==> config.mk <==
export PLATFORM = sky130hd
export DESIGN_NAME = trvf_top
export DESIGN_NICKNAME = d
export VERILOG_FILES = /design/src/trvf_pkg.sv /design/src/trvf_edge.sv /design/src/trvf_top.sv
export SDC_FILE = /design/constraint.sdc
export NUM_CORES = 1
export LEC_CHECK = 0
export BUFFER_PORTS_ARGS = -buffer_cell sky130_fd_sc_hd__buf_2
export CORE_MARGIN = 3
export CORE_UTILIZATION = 62
export CTS_CLUSTER_DIAMETER = 150
export CTS_CLUSTER_SIZE = 24
export DETAILED_ROUTE_END_ITERATION = 8
export GPL_TIMING_DRIVEN = 0
export PLACE_DENSITY = 0.81
export SLEW_MARGIN = 40
export SYNTH_ARGS = -nofsm -noshare
export SYNTH_HDL_FRONTEND = slang
export SYNTH_SLANG_ARGS = --single-unit
==> constraint.sdc <==
create_clock -name clk -period 6 [get_ports clk]
set_input_delay 0.6 -clock clk [delete_from_list [all_inputs] [get_ports clk]]
set_output_delay 0.6 -clock clk [all_outputs]
set_load 0.02 [all_outputs]
==> src/trvf_pkg.sv <==
package trvf_pkg;

  // ----------------------------------------------------------------
  // timing and sizes
  // ----------------------------------------------------------------
  localparam int unsigned CLK_HZ         = 20_000_000;
  localparam int unsigned DWELL_UNIT_MS  = 1;
  localparam int unsigned DWELL_UNIT_CYC = CLK_HZ / 1000 * DWELL_UNIT_MS;
  localparam int unsigned MEM_DEPTH      = 25;
  localparam int unsigned IDX_W          = $clog2(MEM_DEPTH + 1);
  localparam logic [IDX_W-1:0] MEM_FULL  = IDX_W'(MEM_DEPTH);
  localparam logic [IDX_W-1:0] IDX_ONE   = IDX_W'(1);
  localparam int unsigned STEPS_PER_REV  = 200;
  localparam int unsigned SUB1_SPAN_DEG  = 270;
  localparam int unsigned SUB2_TURNS     = 3;
  localparam int unsigned SUB1_STEPS     = STEPS_PER_REV * SUB1_SPAN_DEG / 360;
  localparam int unsigned SUB2_STEPS     = STEPS_PER_REV * SUB2_TURNS;
  localparam logic [1:0]  RESTORE_LAST   = 2'h2;

  // ----------------------------------------------------------------
  // register map and fields
  // ----------------------------------------------------------------
  localparam logic [4:0] REG_CTRL    = 5'h00;
  localparam logic [4:0] REG_MAXRATE = 5'h04;
  localparam logic [4:0] REG_TEACH   = 5'h08;
  localparam logic [4:0] REG_COUNT   = 5'h0c;
  localparam logic [4:0] REG_REPLAY  = 5'h10;
  localparam logic [4:0] REG_STATUS  = 5'h14;
  localparam logic [4:0] REG_TARGET  = 5'h18;
  localparam logic [4:0] REG_SPEED   = 5'h1c;

  localparam int unsigned CTRL_MODE_LSB  = 0;
  localparam int unsigned CTRL_SUB_LSB   = 2;
  localparam int unsigned CTRL_STOP_BIT  = 4;
  localparam int unsigned REPLAY_ALL_BIT = 0;
  localparam int unsigned REPLAY_ONE_BIT = 1;
  localparam int unsigned ST_READY_BIT   = 0;
  localparam int unsigned ST_MODE_LSB    = 1;
  localparam int unsigned ST_COUNT_LSB   = 8;
  localparam int unsigned ST_PTR_LSB     = 16;
  localparam int unsigned ST_STATE_LSB   = 24;

  localparam logic [15:0] MAX_RATE_RST   = 16'h0190;
  localparam logic        STOP_POWER_RST = 1'b0;

  // ----------------------------------------------------------------
  // types
  // ----------------------------------------------------------------
  typedef enum logic [1:0] {
    MODE_HOST   = 2'h0,
    MODE_VOLT   = 2'h1,
    MODE_TEACH  = 2'h2,
    MODE_REMOTE = 2'h3
  } trvf_mode_type;

  typedef enum logic [1:0] {
    SUB_NONE  = 2'h0,
    SUB_PROP  = 2'h1,
    SUB_GAIN  = 2'h2,
    SUB_SPEED = 2'h3
  } trvf_sub_type;

  typedef enum logic [3:0] {
    RP_IDLE  = 4'h1,
    RP_ISSUE = 4'h2,
    RP_WAIT  = 4'h4,
    RP_DWELL = 4'h8
  } trvf_state_type;

  typedef struct packed {
    logic        dwell;
    logic [15:0] value;
  } trvf_entry_type;

  typedef struct packed {
    logic               valid;
    logic signed [15:0] target;
    logic signed [16:0] speed;
  } trvf_follow_type;

endpackage

==> src/trvf_edge.sv <==
`timescale 1ns/1ps
module trvf_edge
  import trvf_pkg::*;
#(
  parameter int unsigned  N    = 2,
  parameter logic [N-1:0] IDLE = '1
)
(
  input  wire logic         clk,
  input  wire logic         rst_n,
  input  wire logic [N-1:0] pin,
  output logic [N-1:0]      level,
  output logic [N-1:0]      fall
);

  // ----------------------------------------------------------------
  // two-stage synchroniser and falling-edge detect per pin
  // ----------------------------------------------------------------
  genvar i;
  generate
    for (i = 0; i < N; i++)
    begin : g_bit
      logic meta;
      logic sync;
      logic prev;

      always_ff @(posedge clk or negedge rst_n)
      begin
        if (!rst_n)
        begin
          meta <= IDLE[i];
          sync <= IDLE[i];
          prev <= IDLE[i];
        end
        else
        begin
          meta <= pin[i];
          sync <= meta;
          prev <= sync;
        end
      end

      assign level[i] = sync;
      assign fall[i]  = prev & ~sync;

    end
  endgenerate
endmodule

==> src/trvf_top.sv <==
// Design decisions made here: strobed register access and the placing of the registers.
`timescale 1ns/1ps
module trvf_top
  import trvf_pkg::*;
#(
  parameter int unsigned ADC_W     = 10,
  parameter int unsigned DWELL_CYC = DWELL_UNIT_CYC,
  parameter bit          PRO_BUILD = 1'b1
)
(
  input  wire logic             clk,
  input  wire logic             rst_n,
  input  wire logic [4:0]       reg_addr,
  input  wire logic [31:0]      reg_wdata,
  input  wire logic             reg_wr,
  input  wire logic             reg_rd,
  output logic [31:0]           reg_rdata,
  input  wire logic             replay_all_input,
  input  wire logic             replay_single_input,
  input  wire logic             remote_saved,
  output logic                  remote_store,
  input  wire logic             adc_valid,
  input  wire logic [ADC_W-1:0] adc_data,
  output logic                  cmd_valid,
  output logic [15:0]           cmd_value,
  input  wire logic             cmd_done,
  input  wire logic             motor_moving,
  output logic                  busy_ready,
  output logic [15:0]           max_rate,
  output logic                  stop_power,
  output trvf_follow_type       follow
);

  generate
    if (ADC_W < 8 || ADC_W > 12 || DWELL_CYC < 1 || DWELL_CYC > 65536)
    begin : g_bad_param
      $error("trvf_top: unsupported parameter value");
    end
  endgenerate

  localparam logic [15:0]      DWELL_LAST = 16'(DWELL_CYC - 1);
  localparam logic [ADC_W-1:0] ADC_MID    = {1'b1, {(ADC_W - 1){1'b0}}};

  trvf_mode_type          mode;
  trvf_sub_type           sub;
  trvf_state_type         state;
  trvf_entry_type         mem [MEM_DEPTH];
  trvf_entry_type         cur;
  logic [IDX_W-1:0]       count;
  logic [IDX_W-1:0]       ptr;
  logic [IDX_W-1:0]       remaining;
  logic [15:0]            unit_cnt;
  logic [15:0]            dwell_left;
  logic [1:0]             restore_cnt;
  logic                   restored;
  logic [2:0]             level;
  logic [2:0]             fall;
  logic                   sw_all;
  logic                   sw_one;
  logic                   can_start;
  logic                   go_all;
  logic                   go_one;
  logic                   teach_wr;
  logic                   clear_wr;
  logic                   entry_done;
  logic [ADC_W+9:0]       span1;
  logic [ADC_W+9:0]       span2;
  logic signed [ADC_W:0]  offs;
  logic signed [ADC_W+17:0] prod;
  logic [31:0]            next_rdata;

  // ----------------------------------------------------------------
  // pin inputs
  // ----------------------------------------------------------------
  trvf_edge #(
    .N    (3),
    .IDLE (3'h3)
  ) u_edge (
    .clk   (clk),
    .rst_n (rst_n),
    .pin   ({remote_saved, replay_single_input, replay_all_input}),
    .level (level),
    .fall  (fall)
  );

  // ----------------------------------------------------------------
  // operating mode
  // ----------------------------------------------------------------
  always_ff @(posedge clk or negedge rst_n)
  begin
    if (!rst_n)
    begin
      mode        <= MODE_HOST;
      sub         <= SUB_PROP;
      restore_cnt <= 2'h0;
      restored    <= 1'b0;
    end
    else if (!restored)
    begin
      restore_cnt <= restore_cnt + 2'h1;
      if (restore_cnt == RESTORE_LAST)
      begin
        restored <= 1'b1;
        if (level[2])
          mode <= MODE_REMOTE;
      end
    end
    else if (reg_wr && reg_addr == REG_CTRL)
    begin
      sub <= trvf_sub_type'(reg_wdata[CTRL_SUB_LSB +: 2]);
      if (PRO_BUILD || trvf_mode_type'(reg_wdata[CTRL_MODE_LSB +: 2]) != MODE_TEACH)
        mode <= trvf_mode_type'(reg_wdata[CTRL_MODE_LSB +: 2]);
    end
  end

  assign remote_store = (mode == MODE_REMOTE);

  // ----------------------------------------------------------------
  // motion settings, written only in host mode
  // ----------------------------------------------------------------
  always_ff @(posedge clk or negedge rst_n)
  begin
    if (!rst_n)
    begin
      max_rate   <= MAX_RATE_RST;
      stop_power <= STOP_POWER_RST;
    end
    else if (mode == MODE_HOST && reg_wr)
    begin
      if (reg_addr == REG_MAXRATE)
        max_rate <= reg_wdata[15:0];
      if (reg_addr == REG_CTRL)
        stop_power <= reg_wdata[CTRL_STOP_BIT];
    end
  end

  // ----------------------------------------------------------------
  // teach memory
  // ----------------------------------------------------------------
  assign teach_wr = reg_wr && reg_addr == REG_TEACH && mode == MODE_TEACH
                    && state == RP_IDLE && count < MEM_FULL;
  assign clear_wr = reg_wr && reg_addr == REG_COUNT && mode == MODE_TEACH
                    && state == RP_IDLE;

  always_ff @(posedge clk)
  begin
    if (teach_wr)
      mem[count] <= reg_wdata[16:0];
  end

  always_ff @(posedge clk or negedge rst_n)
  begin
    if (!rst_n)
      count <= '0;
    else if (clear_wr)
      count <= '0;
    else if (teach_wr)
      count <= count + IDX_ONE;
  end

  // ----------------------------------------------------------------
  // replay start
  // ----------------------------------------------------------------
  assign sw_all    = reg_wr && reg_addr == REG_REPLAY && reg_wdata[REPLAY_ALL_BIT]
                     && mode == MODE_HOST;
  assign sw_one    = reg_wr && reg_addr == REG_REPLAY && reg_wdata[REPLAY_ONE_BIT]
                     && mode == MODE_HOST;
  assign can_start = restored && state == RP_IDLE && count != '0;
  assign go_all    = can_start && (sw_all || (fall[0] && mode == MODE_REMOTE));
  assign go_one    = can_start && !go_all
                     && (sw_one || (fall[1] && mode == MODE_REMOTE));

  assign cur        = mem[ptr];
  assign entry_done = (state == RP_WAIT && cmd_done && !cmd_valid)
                      || (state == RP_DWELL && dwell_left == 16'h0000);

  // ----------------------------------------------------------------
  // replay sequencer
  // ----------------------------------------------------------------
  always_ff @(posedge clk or negedge rst_n)
  begin
    if (!rst_n)
    begin
      state      <= RP_IDLE;
      remaining  <= '0;
      cmd_valid  <= 1'b0;
      cmd_value  <= 16'h0000;
      unit_cnt   <= 16'h0000;
      dwell_left <= 16'h0000;
    end
    else
    begin
      cmd_valid <= 1'b0;
      case (state)
        RP_IDLE:
        begin
          if (go_all)
          begin
            remaining <= count;
            state     <= RP_ISSUE;
          end
          else if (go_one)
          begin
            remaining <= IDX_ONE;
            state     <= RP_ISSUE;
          end
        end
        RP_ISSUE:
        begin
          if (cur.dwell)
          begin
            dwell_left <= cur.value;
            unit_cnt   <= DWELL_LAST;
            state      <= RP_DWELL;
          end
          else
          begin
            cmd_valid <= 1'b1;
            cmd_value <= cur.value;
            state     <= RP_WAIT;
          end
        end
        RP_WAIT, RP_DWELL:
        begin
          if (entry_done)
          begin
            remaining <= remaining - IDX_ONE;
            state     <= (remaining == IDX_ONE) ? RP_IDLE : RP_ISSUE;
          end
          else if (state == RP_DWELL)
          begin
            if (unit_cnt == 16'h0000)
            begin
              unit_cnt   <= DWELL_LAST;
              dwell_left <= dwell_left - 16'h0001;
            end
            else
              unit_cnt <= unit_cnt - 16'h0001;
          end
        end
        default:
          state <= RP_IDLE;
      endcase
    end
  end

  always_ff @(posedge clk or negedge rst_n)
  begin
    if (!rst_n)
      ptr <= '0;
    else if (entry_done)
      ptr <= (ptr == count - IDX_ONE) ? '0 : ptr + IDX_ONE;
    else if (clear_wr)
      ptr <= '0;
  end

  always_ff @(posedge clk or negedge rst_n)
  begin
    if (!rst_n)
      busy_ready <= 1'b1;
    else
      busy_ready <= (state == RP_IDLE) && !motor_moving;
  end

  // ----------------------------------------------------------------
  // voltage follow
  // ----------------------------------------------------------------
  assign span1 = adc_data * 10'(SUB1_STEPS);
  assign span2 = adc_data * 10'(SUB2_STEPS);
  assign offs  = $signed({1'b0, ADC_MID}) - $signed({1'b0, adc_data});
  assign prod  = offs * $signed({1'b0, max_rate});

  always_ff @(posedge clk or negedge rst_n)
  begin
    if (!rst_n)
      follow <= '0;
    else
    begin
      follow.valid <= mode == MODE_VOLT && adc_valid;
      if (mode == MODE_VOLT && adc_valid)
      begin
        case (sub)
          SUB_PROP:
            follow.target <= $signed({6'h00, span1[ADC_W +: 10]});
          SUB_GAIN:
            follow.target <= $signed({6'h00, span2[ADC_W +: 10]});
          SUB_SPEED:
            follow.speed <= prod[ADC_W - 1 +: 17];
          default:
            follow.speed <= '0;
        endcase
      end
    end
  end

  // ----------------------------------------------------------------
  // register read
  // ----------------------------------------------------------------
  always_comb
  begin
    next_rdata = '0;
    case (reg_addr)
      REG_CTRL:
      begin
        next_rdata[CTRL_MODE_LSB +: 2] = mode;
        next_rdata[CTRL_SUB_LSB +: 2]  = sub;
        next_rdata[CTRL_STOP_BIT]      = stop_power;
      end
      REG_MAXRATE:
        next_rdata[15:0] = max_rate;
      REG_COUNT:
        next_rdata[IDX_W-1:0] = count;
      REG_STATUS:
      begin
        next_rdata[ST_READY_BIT]            = busy_ready;
        next_rdata[ST_MODE_LSB +: 2]        = mode;
        next_rdata[ST_COUNT_LSB +: IDX_W]   = count;
        next_rdata[ST_PTR_LSB +: IDX_W]     = ptr;
        next_rdata[ST_STATE_LSB +: 4]       = state;
      end
      REG_TARGET:
        next_rdata[15:0] = follow.target;
      REG_SPEED:
        next_rdata[16:0] = follow.speed;
      default:
        next_rdata = '0;
    endcase
  end

  always_ff @(posedge clk or negedge rst_n)
  begin
    if (!rst_n)
      reg_rdata <= '0;
    else
      reg_rdata <= reg_rd ? next_rdata : 32'h0000_0000;
  end
endmodule

==> flow_summary.yaml <==
layout:
  drive_above_1_share_pct: 21.2
  diodes: 0
  finalNetCount: 2815
  synthesis_to_layout_area_growth_pct: 12.3
  final_design_area_no_fill_um2: 34300
clock_tree:
  cts.htree.levels: 1
  clock_tree_from_tritoncts: "built"
  clk_root_buffer_cell: "clkbuf_16"
  ctsLongestPathBuffers: 3
  numClockSinks: 579
  clk-insertion-delay-late_ps: 610
  cts_buffers: 28
  clock_transition_at_the_register_clock_pins_on_the_worst_setup_and_hold_paths_after_cts_ps: 110
timing:
  rsz0062_at_grt: "true"
  fin_crit_sh_pct: 99.6
  timing_worst_slew_pin_value_ps: 899
  max_clock_freq_mhz: 167
  crit_path_time_final_ps: 5980
  hold_viol_final: 0
  max_slew_margin_pct: 40.1
  tns_ps: 0
  setup_viol_count_final: 0
  timing.clock.skew_ps: 24.5
  postLayoutSetupSlackWorst_ps: 23.0
  timing.hold.ws_ps: 82.2
  drv_slew: 0
power_and_ir_drop:
  powerDensity_nw_per_um2: 326
  p_sw_mw: 4.04
  internal_power_mw: 7.14
  seq_power_share_pct: 43.1
  comb_power_share_pct: 37.6
  total_power_mw: 11.2
  lkg_pwr_nw: 13.3
  ir_drop_mv: 0.310
  power.share.switching_pct: 36.1
  clock_power_share_pct: 19.3
placed_design:
  placement.io_buffers: 127
  place_area_um2: 32800
  gp_routability_congestion: 0.986
  post-place-ws_ps: -1460
  dp.final_hpwl_mm: 59.1
worst_setup_path:
  worst_path_largest_cell_delay_ps: 560
  critical-path-top-delay-family: "adder cells"
  cp.depth: 26
  end_kind: "flip-flop"
  cp.required_ps: 6520
  worst-path-max-fanout: 11
  critical_path.most_common_cell: "fa_1"
  ff2ff_path_depth: 20
  worst_ep_arrival_time_ps: 6490
  crit_path_start_kind: "primary input"
  setup.worst_path.class: "primary input to flip-flop"
  timing.critical_path.slowest_stage_cell: "fa_1"
  worst_path_bufs_invs: 7
logic_synthesis:
  synth-async-reset-ratio_pct: 26.6
  synth_cells: 2277
  synth_top_area_share_pct: 41.8
  synth.ff_latch_count: 579
  ys_seq_area_share_pct: 54.4
  syn_area_per_cell_um2: 13.4
  synth.lib_cells_used.distinct: 76
  synth-edff-count: 425
  postSynth.topFlopCell: "edfxtp_1"
  synthesis.yosys.warnings: 0
  post_synth_main_area_contributors: "edfxtp_1 42%, dfrtp_1 12%, fa_1 8.8%"
  synthDominantAreaCellType: "edfxtp_1"
  mappedNetlistArea_um2: 30600
status:
  status: "finished, final reports clean"
floorplanning:
  dieHeight_um: 228
  coreArea_um2: 48200
  design.die.area_um2: 52000
  initial_utilization_pct: 63.4
  floorplan.die.width_um: 228
  fp-row-count: 80
  top_level_ports: 159
global_route:
  grt_start_max_net_pins: 75
  grt_first_pass_wirelength_mm: 127
  antenna_found_initial: 3
  grt_util_all_layers_pct: 32.2
  first_global_vias: 20600
  grt-ovfl-total: 0
job:
  maxCapViolations: 0
detailed_routing:
  initialDrtViolationCount: 2566
  first_pass_iters: 8
  detailroute.via_count: 20300
  total_wire_length_after_detailed_routing_mm: 83.6
  drc_errors: 0
  post_route_antenna_net_violation_count: 0
  viasPerCell: 6.40
  post_drt_wl_per_cell_um: 26.3
worst_hold_path:
  worstHoldPathType: "primary input to flip-flop"
  worstHoldPathCells: 1
==> final cells by class <==
class / count / area, um2
Sequential cell: 579 / 16600
Fill cell: 3141 / 13900
Multi-Input combinational cell: 1373 / 13200
Timing Repair Buffer: 178 / 1310
Inverter: 218 / 846
Tap cell: 656 / 821
Clock buffer: 49 / 779
Buffer: 118 / 664
Clock inverter: 3 / 41.3
==> cell families after synthesis <==
group,synth area share [%]
XOR/XNOR,1.29
other,0.0123
buffers and inverters,4.55
AND/OR/NAND/NOR,8.57
adder cells (fa/ha/maj),14.0
flip-flops,54.4
multiplexers,10.6
AO/OA/AOI/OAI,6.53
==> worst paths after layout <==
| check | from | end | slack (ps) |
|---|---|---|---|
| max | adc_data[0] | follow[16]$_DFFE_PN0P_ | 20 |
| min | remote_saved | u_edge.g_bit[2].meta$_DFF_PN0_ | 80 |
| max reg2reg | max_rate[6]$_DFFE_PN0P_ | follow[10]$_DFFE_PN0P_ | 230 |
| min reg2reg | u_edge.g_bit[0].meta$_DFF_PN1_ | u_edge.g_bit[0].sync$_DFF_PN1_ | 360 |
| max in group asynchronous | rst_n | u_edge.g_bit[1].meta$_DFF_PN1_ | 4530 |
| min in group asynchronous | rst_n | cmd_value[4]$_DFFE_PN0P_ | 460 |
==> metrics by stage <==
stage               std cells  utilization [%]
floorplan                2289                -
global placement         3072             66.8
detailed placement       3098             68.1
CTS                      3163             70.4
global route             3174             71.1
finish                   3174             71.1
==> cells in the mapped netlist (all sizes together) (8+ instances only) <==
master	count
edfxtp	425
inv	218
nand2	189
dfrtp	142
fa	134
ha	128
nor2	116
and2	97
o21ai	94
mux4	87
a21oi	79
mux2i	68
clkbuf	67
mux2	54
buf	52
xnor2	30
nor3	21
a22oi	20
nand2b	17
nor2b	15
or3	15
xor2	15
or2	14
a31oi	13
dfstp	12
a211oi	10
nand3	10
a21o	8
and3	8
nand3b	8
==> cell usage in the layout (no fill, tap or decap), types with 73 or more instances in the layout <==
master	netlist	final
edfxtp_1	425	425
inv_1	218	206
nand2_1	189	188
buf_2	20	147
dfrtp_1	142	142
fa_1	134	131
ha_1	128	120
and2_1	97	93
o21ai_0	93	88
mux4_2	87	87
nor2_1	113	85
a21oi_1	78	75
clkbuf_1	67	73
==> metal layers <==
| metal | track usage [%] | vias up | share of wire (%) |
|---|---|---|---|
| met1 | 42.6 | 10200 | 35 |
| met5 | 0 | - | 0.028 |
| met2 | 53.3 | 1289 | 49 |
| li1 | - | 8526 | - |
| met4 | 14.1 | 4 | 5.2 |
| met3 | 5.23 | 267 | 11 |
==> timing repair <==
action,in CTS,in global routing
buffers inserted,12,12
gates resized for setup,41,67
hold buffers,1,0
pin swaps,14,24
endpoints found under the setup margin,15,12
hold endpoints to repair,37,0
==> registers in the layout, summed over array words and instances (netlist names) <==
register / cells
busy_ready: 1
cmd_valid: 1
cmd_value: 16
count: 5
dwell_left: 16
follow: 28
max_rate: 16
mem: 425
mode: 2
ptr: 5
reg_rdata: 25
remaining: 5
restore_cnt: 2
restored: 1
state: 4
stop_power: 1
sub: 2
u_edge.g_bit.meta: 3
u_edge.g_bit.prev: 2
u_edge.g_bit.sync: 3
unit_cnt: 16
==> power by group through the flow <==
stage	Clock [mW]	Sequential (mW)	Combinational, mW
2_1_floorplan	0	4.92	2.60
3_3_place_gp	0	4.87	3.79
3_5_place_dp	0	4.89	3.94
4_1_cts	2.16	4.80	4.06
5_1_grt	2.30	4.84	4.56
6_report	2.16	4.82	4.21
No activity file was read; power rests on OpenSTA's default activity.
